**config.mk**
```make
export PLATFORM = sky130hd
export DESIGN_NAME = cga_gating
export DESIGN_NICKNAME = d
export VERILOG_FILES = /design/src/hdl/cga_gating.v
export VERILOG_INCLUDE_DIRS = /design/src /design/src/hdl
export SDC_FILE = /design/constraint.sdc
export NUM_CORES = 1
export LEC_CHECK = 0
export BUFFER_PORTS_ARGS = -buffer_cell sky130_fd_sc_hd__buf_4
export CAP_MARGIN = 20
export CORE_ASPECT_RATIO = 0.8
export CORE_MARGIN = 1
export CORE_UTILIZATION = 35
export CTS_CLUSTER_SIZE = 14
export DETAILED_ROUTE_END_ITERATION = 10
export MAX_ROUTING_LAYER = met4
export SYNTH_ARGS = -nofsm -noshare
export SYNTH_HDL_FRONTEND = slang
export SYNTH_SLANG_ARGS = --single-unit
```
**constraint.sdc**
```tcl
create_clock -name clk -period 15.5 [get_ports clk]
set_clock_uncertainty 0.2 [all_clocks]
set_input_delay 3.1 -clock clk [delete_from_list [all_inputs] [get_ports clk]]
set_output_delay 3.1 -clock clk [all_outputs]
set_load 0.1 [all_outputs]
```
**src/hdl/cga_map.vh**
```
// constants for the channel gating and adc trigger block
`ifndef CGA_MAP_VH
`define CGA_MAP_VH
`define CGA_GATE_UNIT_COUNT 8
`define CGA_TIMING_GENERATOR_COUNT 9
`define CGA_TRIGGER_SOURCE_COUNT 16
`define CGA_DELAY_WIDTH 16
`define CGA_CLK_MHZ 200
`define CGA_BOARD_CLK_MHZ 150
`define CGA_EXT_LATENCY 6
`define CGA_ADC_MIN_SPACING 45
`define CGA_TS_PS 833
`define CGA_TS_WIDTH 48
`define CGA_ADC_WIDTH 16
// trigger source bit positions
`define CGA_SRC_AUTO 11
`define CGA_SRC_CNV1 12
`define CGA_SRC_CNV2 13
`define CGA_SRC_SOFT 14
`define CGA_SRC_ONE 15
`endif

```
**src/hdl/cga_gating.v**
```verilog
// gating units, adc timing generator and adc sample packet insertion
`timescale 1ns/1ps
`include "cga_map.vh"
//=========================================================
// Function
// - extra timing generator drives the adc trigger connector.
// - each tdc channel has its own gate unit of generator form.
// - nine timing generators: eight gates plus the adc one.
// - trigger selection covers sixteen sources.
// - hits recorded only while the channel gate is open.
// - negate inverts gate open against generator activity.
// - retrigger while active restarts timer, extending activity.
// - retrigger before activation restarts full start delay.
// - without retrigger, later triggers ignored until stop reached.
// - external triggers delayed eight cycles (two sync stages, six-stage line); auto trigger undelayed.
// - gate filtering happens before the first level buffer.
// - gate holds last level, refreshes on reactivation.
// - rising adc trigger edge samples adc, inserts stamped packet.
// - packet timestamp resolution is 833 ps.
// - two interleaved converters, distinct sources and packet tag.
// - delays counted in board clock cycles.
// - selected sources combined by bitwise or.
// - software trigger source lasts exactly one cycle.
//=========================================================
module cga_gating #(
    parameter NG = `CGA_GATE_UNIT_COUNT,
    parameter NS = `CGA_TRIGGER_SOURCE_COUNT,
    parameter DW = `CGA_DELAY_WIDTH,
    parameter LAT = `CGA_EXT_LATENCY
) (
    input wire clk,
    input wire rst,
    input wire [NG-1:0] tdc_in,
    input wire [2:0] sync_in,
    input wire auto_trigger_source,
    input wire sw_trigger_req,
    input wire [NS*(NG+1)-1:0] src_mask,
    input wire [DW*(NG+1)-1:0] start_delay,
    input wire [DW*(NG+1)-1:0] stop_delay,
    input wire [NG:0] negate,
    input wire [NG:0] retrigger,
    input wire [NG-1:0] hit_valid,
    input wire [`CGA_ADC_WIDTH-1:0] adc_value,
    output reg [NG-1:0] first_level_buffer_valid,
    output reg [NG-1:0] gated_level,
    output reg [NG:0] gen_active,
    output reg adc_trigger_connector,
    output reg hit_packet_valid,
    output reg hit_packet_conv,
    output reg [`CGA_TS_WIDTH-1:0] hit_packet_ts,
    output reg [`CGA_ADC_WIDTH-1:0] hit_packet_adc
);
localparam NT = NG + 1;
// board clock ticks at 150/200 of clk: accumulate 150 per cycle
localparam [7:0] BINC = `CGA_BOARD_CLK_MHZ;
localparam [7:0] BMOD = `CGA_CLK_MHZ;
// clk period in ps; the stamp counts TS_RES ps units, six or seven a clock
localparam [15:0] TS_STEP = 16'h1388;
localparam [15:0] TS_RES = `CGA_TS_PS;
localparam [16:0] TS_SIX = 17'h0_0006 * TS_RES;
localparam [16:0] TS_SEVEN = 17'h0_0007 * TS_RES;
localparam [`CGA_TS_WIDTH-1:0] TS_ADD6 = {{(`CGA_TS_WIDTH-3){1'b0}}, 3'h6};
localparam [`CGA_TS_WIDTH-1:0] TS_ADD7 = {{(`CGA_TS_WIDTH-3){1'b0}}, 3'h7};

//=========================================================
// input synchronisers and board clock enable
reg [NG-1:0] tdc_s1_reg, tdc_s2_reg, tdc_d_reg;
reg [2:0] sync_s1_reg, sync_s2_reg;
reg sw_d_reg, sw_pulse_reg;
reg [7:0] bacc_reg;
reg btick_reg;
// nine bits: remainder plus increment can pass 255
wire [8:0] bacc_sum = {1'b0, bacc_reg} + {1'b0, BINC};
wire [8:0] bacc_wrap = bacc_sum - {1'b0, BMOD};
always @(posedge clk or posedge rst) begin
    if (rst) begin
        tdc_s1_reg <= 0;
        tdc_s2_reg <= 0;
        tdc_d_reg <= 0;
        sync_s1_reg <= 3'h0;
        sync_s2_reg <= 3'h0;
        sw_d_reg <= 1'b0;
        sw_pulse_reg <= 1'b0;
        bacc_reg <= 8'h00;
        btick_reg <= 1'b0;
    end else begin
        tdc_s1_reg <= tdc_in;
        tdc_s2_reg <= tdc_s1_reg;
        tdc_d_reg <= tdc_s2_reg;
        sync_s1_reg <= sync_in;
        sync_s2_reg <= sync_s1_reg;
        sw_d_reg <= sw_trigger_req;
        sw_pulse_reg <= sw_trigger_req & ~sw_d_reg;
        if (bacc_sum >= {1'b0, BMOD}) begin
            bacc_reg <= bacc_wrap[7:0];
            btick_reg <= 1'b1;
        end else begin
            bacc_reg <= bacc_sum[7:0];
            btick_reg <= 1'b0;
        end
    end
end

//=========================================================
// external trigger latency line
wire [NG-1:0] tdc_rise = tdc_s2_reg & ~tdc_d_reg;
reg [NG+2:0] ext_dly_reg [0:LAT-1];
integer k;
always @(posedge clk or posedge rst) begin
    if (rst) begin
        for (k = 0; k < LAT; k = k + 1)
            ext_dly_reg[k] <= 0;
    end else begin
        ext_dly_reg[0] <= {sync_s2_reg, tdc_rise};
        for (k = 1; k < LAT; k = k + 1)
            ext_dly_reg[k] <= ext_dly_reg[k-1];
    end
end
reg [1:0] cnv_reg;
wire [NS-1:0] src_vec;
assign src_vec[NG+2:0] = ext_dly_reg[LAT-1];
assign src_vec[`CGA_SRC_AUTO] = auto_trigger_source;
assign src_vec[`CGA_SRC_CNV1] = cnv_reg[0];
assign src_vec[`CGA_SRC_CNV2] = cnv_reg[1];
assign src_vec[`CGA_SRC_SOFT] = sw_pulse_reg;
assign src_vec[`CGA_SRC_ONE] = 1'b1;

//=========================================================
// timing generators: gates 0..NG-1, adc generator at NG
// nine generators
genvar g;
generate
    for (g = 0; g < NT; g = g + 1) begin : gen_tg
        wire [DW-1:0] st = start_delay[g*DW +: DW];
        wire [DW-1:0] sp = stop_delay[g*DW +: DW];
        wire trig = |(src_vec & src_mask[g*NS +: NS]);
        reg run_reg;
        reg [DW-1:0] cnt_reg;
        wire [DW-1:0] cnt_next = cnt_reg + 1'b1;
        always @(posedge clk or posedge rst) begin
            if (rst) begin
                run_reg <= 1'b0;
                cnt_reg <= 0;
                gen_active[g] <= 1'b0;
            end else if (trig && (!run_reg || retrigger[g])) begin
                run_reg <= 1'b1;
                cnt_reg <= 0;
                // an active gate stays active; a waiting one restarts
                gen_active[g] <= gen_active[g] | (st == 0);
            end else if (run_reg && btick_reg) begin
                cnt_reg <= cnt_next;
                if (cnt_next >= sp) begin
                    run_reg <= 1'b0;
                    gen_active[g] <= 1'b0;
                end else if (cnt_next >= st) begin
                    gen_active[g] <= 1'b1;
                end
            end
        end
        if (g < NG) begin : gate
            wire open = gen_active[g] ^ negate[g];
            always @(posedge clk or posedge rst) begin
                if (rst) begin
                    first_level_buffer_valid[g] <= 1'b0;
                    gated_level[g] <= 1'b0;
                end else begin
                    first_level_buffer_valid[g] <= hit_valid[g] & open;
                    if (open)
                        gated_level[g] <= tdc_s2_reg[g];
                end
            end
        end
    end
endgenerate

//=========================================================
// adc trigger, interleaved converters and packets
reg adc_d_reg, conv_sel_reg;
reg [`CGA_TS_WIDTH-1:0] ts_reg;
reg [15:0] ts_frac_reg;
wire [16:0] frac_sum = {1'b0, ts_frac_reg} + {1'b0, TS_STEP};
wire [16:0] frac_six = frac_sum - TS_SIX;
wire [16:0] frac_seven = frac_sum - TS_SEVEN;
always @(posedge clk or posedge rst) begin
    if (rst) begin
        adc_trigger_connector <= 1'b0;
        adc_d_reg <= 1'b0;
        conv_sel_reg <= 1'b0;
        cnv_reg <= 2'h0;
        ts_reg <= 0;
        ts_frac_reg <= 16'h0000;
        hit_packet_valid <= 1'b0;
        hit_packet_conv <= 1'b0;
        hit_packet_ts <= 0;
        hit_packet_adc <= 0;
    end else begin
        adc_trigger_connector <= gen_active[NG] ^ negate[NG];
        adc_d_reg <= adc_trigger_connector;
        // 833 ps timestamp ticks
        // remainder stays below one unit, so the stamp never drifts
        if (frac_sum >= TS_SEVEN) begin
            ts_reg <= ts_reg + TS_ADD7;
            ts_frac_reg <= frac_seven[15:0];
        end else begin
            ts_reg <= ts_reg + TS_ADD6;
            ts_frac_reg <= frac_six[15:0];
        end
        cnv_reg <= 2'h0;
        hit_packet_valid <= 1'b0;
        // rising edge samples and emits packet
        if (adc_trigger_connector && !adc_d_reg) begin
            conv_sel_reg <= ~conv_sel_reg;
            cnv_reg <= conv_sel_reg ? 2'h2 : 2'h1;
            hit_packet_valid <= 1'b1;
            hit_packet_conv <= conv_sel_reg;
            hit_packet_ts <= ts_reg;
            hit_packet_adc <= adc_value;
        end
    end
end
endmodule // cga_gating

```
==> flow_summary_export.csv <==
group,metric,value,unit
sta,relSlewSlack,0.226,
logic_synthesis,ys_async_sr_fraction,1.00,
logic_synthesis,synth_compound_area_frac,0.108,
sta,clock.fmax,172,MHz
die,start_util,0.354,
die,core_area,75400,um2
setup_path,cp-end-kind,"register",
logic_synthesis,synth-edff-count,0,
power_and_ir_drop,p_total,3560,uW
cts,cts_setup_buffers,0,
cts,cts_resized,0,
sta,slew_violations,0,
power_and_ir_drop,vdd_drop_max,155,uV
drt,wl_per_cell,17.4,um
power_and_ir_drop,leakage,0.0179,uW
setup_path,cpPeakStageDelay,0.94,ns
die,die-height,249,um
setup_path,crit_top_cell,"a21o_1",
logic_synthesis,yosysWarnings,0,
sta,worst_pin_slew,1.13,ns
min_path,whs_path_depth,0,
sta,period_needed,5.82,ns
die,dieArea,77400,um2
logic_synthesis,synth.area.top_cells,"dfrtp_1 (39%), ha_1 (14%), xor2_1 (6.3%)",
setup_path,path_cells,"buf_4 -> ha_1 -> nand2b_1 -> a21o_1 -> a21o_1 -> a211oi_1 -> o211ai_1 -> a2111oi_0 -> o22ai_1 -> a221oi_1",
global_route,overflow,0,
die,rows,90,
logic_synthesis,synth_cells,2935,
setup_path,startpoint_type,"primary input",
layout,fillers,7411,
cts,root_buffer,"clkbuf_16",
setup_path,crit_required,15.77,ns
drt,wl,79.7,mm
placement,hpwlAfterDp,62.8,mm
drt,drc,0,
global_route,antenna_found_initial,10,
setup_path,cpLargestDelayFamily,"compound AO/OA/AOI/OAI gates",
cts,clockBufferDepth,3,
layout,largest_reg_flops,144,
drt,viasPerCell,4.93,
cts,tritoncts,"built",
logic_synthesis,postSynthNetCount,3732,
logic_synthesis,ys.flop_type,"dfrtp_1",
global_route,grt_pass1_vias,22100,
logic_synthesis,ys_types,56,
drt,via_count,22500,
cts,clock-sinks,419,
placement,gp_congestion,0.963,
logic_synthesis,synth_area,26700,um2
status,status,"finished clean",
setup_path,path_max_fanout,4,
logic_synthesis,synth-adder-area-share,0.144,
drt,drtIter0Drc,1285,
logic_synthesis,synth_mux_area_frac,0.00656,
cts,clk-insertion-delay-late,0.59,ns
setup_path,cp.arrival,6.09,ns
logic_synthesis,syn_area_per_cell,9.10,um2
logic_synthesis,yosysSeqAreaShare,0.393,
setup_path,cp.depth,10,
setup_path,worstSetupPathType,"in -> reg",
sta,setup_viol,0,
drt,ant_nets,0,
logic_synthesis,synthXorXnorAreaFrac,0.107,
power_and_ir_drop,power.density,105,nW/um2
global_route,track_usage,0.207,
setup_path,cp_num_buf_inv,1,
drt,first_pass_iters,5,
sta,tns,0,ns
sta,worst_hold_slack,0.120,ns
logic_synthesis,yosys.area.top_type,"dfrtp_1",
logic_synthesis,yosysTopAreaCellShare,0.393,
min_path,hp-class,"reg -> reg",
setup_path,slowest_stage,"a2111oi_0",
sta,rsz0062_at_grt,"false",
layout,drive_gt1_frac,0.200,
sta,hold_viol,0,
sta,fin_crit_sh,0.375,
cts,postCtsHoldBufs,0,
job,max-cap-violations,0,
logic_synthesis,synth_simple_gate_area_share,0.185,
placement,io_buffer_count,580,
layout,area_growth_syn_to_layout,27.2,%
global_route,grt_max_degree,145,
die,die_w,311,um
logic_synthesis,ys_ff_latch,419,
cts,htree_levels,2,
cts,cts-buffers-inserted,48,
logic_synthesis,synth_top_family_by_area,"simple AND/OR/NAND/NOR gates",
die,io_pins,581,
cts,clkSlewWorstSetupHoldPaths,0.06,ns
layout,layout.nets,4305,
global_route,grt_pass1_wl,124,mm
setup_path,r2r_cells,13,
layer usage:
| metal | up-vias | wire length (um) | GRT usage |
|---|---|---|---|
| met5 | - | 0 | - |
| met4 | 0 | 2100 | 0.0619 |
| met3 | 114 | 4340 | 0.0387 |
| met2 | 554 | 36700 | 0.324 |
| met1 | 10600 | 36500 | 0.272 |
| li1 | 11200 | - | - |
through the flow:
stage	cells	utilization	instance area (um2)	setup slack (ns)
6_report	4568	0.450	34000	9.68
3_3_place_gp	4468	0.427	32200	9.06
2_1_floorplan	2935	-	26700	0.537
4_1_cts	4558	0.450	33900	9.68
5_1_grt	4568	0.450	34000	9.54
3_5_place_dp	4469	0.427	32200	9.06
synthesized netlist by cell type, types with 11 or more instances:
| cell type | n |
|---|---|
| and3_1 | 48 |
| a21o_1 | 67 |
| nor2_1 | 222 |
| xor2_1 | 191 |
| nand3_1 | 79 |
| or3_1 | 19 |
| nor2b_1 | 47 |
| inv_1 | 316 |
| a211oi_1 | 19 |
| nand2b_1 | 40 |
| xnor2_1 | 136 |
| and2_1 | 21 |
| a22oi_1 | 65 |
| a2111oi_0 | 18 |
| clkbuf_1 | 67 |
| o22ai_1 | 11 |
| nor4_1 | 55 |
| nor3_1 | 40 |
| and4_1 | 14 |
| dfrtp_1 | 419 |
| o211ai_1 | 17 |
| o21ai_0 | 82 |
| ha_1 | 308 |
| nand2_1 | 347 |
| a21oi_1 | 123 |
| nand4_1 | 74 |
logic make-up after synthesis:
group | Yosys count
adders and majority gates | 308
and+or+nand+nor | 1026
muxes | 16
DFF | 419
AOI/OAI and AO/OA | 444
xor gates and xnor gates | 327
buffers and inverters | 395
layout by cell type (no fill, tap or decap), types with 4 or more instances in the layout:
master | Yosys | routed
nand3_1 | 79 | 79
clkbuf_16 | 0 | 48
a22oi_1 | 65 | 65
nand2b_1 | 40 | 39
clkinv_2 | 0 | 7
diode_2 | 0 | 9
mux2i_1 | 7 | 7
bufinv_16 | 0 | 8
o21ai_0 | 82 | 82
a21oi_1 | 123 | 122
mux2_2 | 8 | 8
a21o_1 | 67 | 67
and4_1 | 14 | 14
o211ai_1 | 17 | 17
or4_1 | 9 | 9
a31oi_1 | 5 | 5
and2_1 | 21 | 21
clkbuf_8 | 0 | 6
clkbuf_1 | 67 | 5
or3_1 | 19 | 19
a221oi_1 | 10 | 10
a2111oi_0 | 18 | 18
a21boi_0 | 4 | 4
nand4_1 | 74 | 74
nor2b_1 | 47 | 47
nor4_1 | 55 | 55
inv_6 | 0 | 4
and3_1 | 48 | 48
xor2_1 | 191 | 191
ha_1 | 308 | 308
o22ai_1 | 11 | 11
xnor2_1 | 136 | 136
dfrtp_1 | 419 | 419
nor3_1 | 40 | 40
inv_1 | 316 | 315
nor2_1 | 222 | 222
nand2_1 | 347 | 347
buf_4 | 1 | 599
clkinvlp_4 | 0 | 5
a211oi_1 | 19 | 19
report_power, final:
| group | switching, uW | internal, uW |
|---|---|---|
| Sequential | 90.7 | 1180 |
| Clock | 493 | 739 |
| Combinational | 748 | 306 |
cell type report:
cell class	count	area, um2	area share
clock inverters	30	423	0.0125
diodes	9	22.5	0.000663
well taps	1012	1270	0.0373
multi-input cells	2121	14700	0.434
inverters	317	1200	0.0353
clock buffers	59	1300	0.0383
flip-flops and latches	419	10500	0.309
repair buffers	601	4540	0.134
worst paths after layout:
path	startpoint	to	slack (ns)
worst max-delay path	stop_delay[32]	gen_active[2]	9.68
worst min-delay path	ext_dly_reg[13]	ext_dly_reg[2]	0.12
worst max register to register	gen_tg[2].cnt_reg[0]	gen_active[2]	10.42
worst min register to register	ext_dly_reg[13]	ext_dly_reg[2]	0.12
max in group asynchronous	rst	gated_level[4]	10.16
min in group asynchronous	rst	hit_packet_adc[15]	2.34
Note: power is estimated with default switching activity, not from simulation.
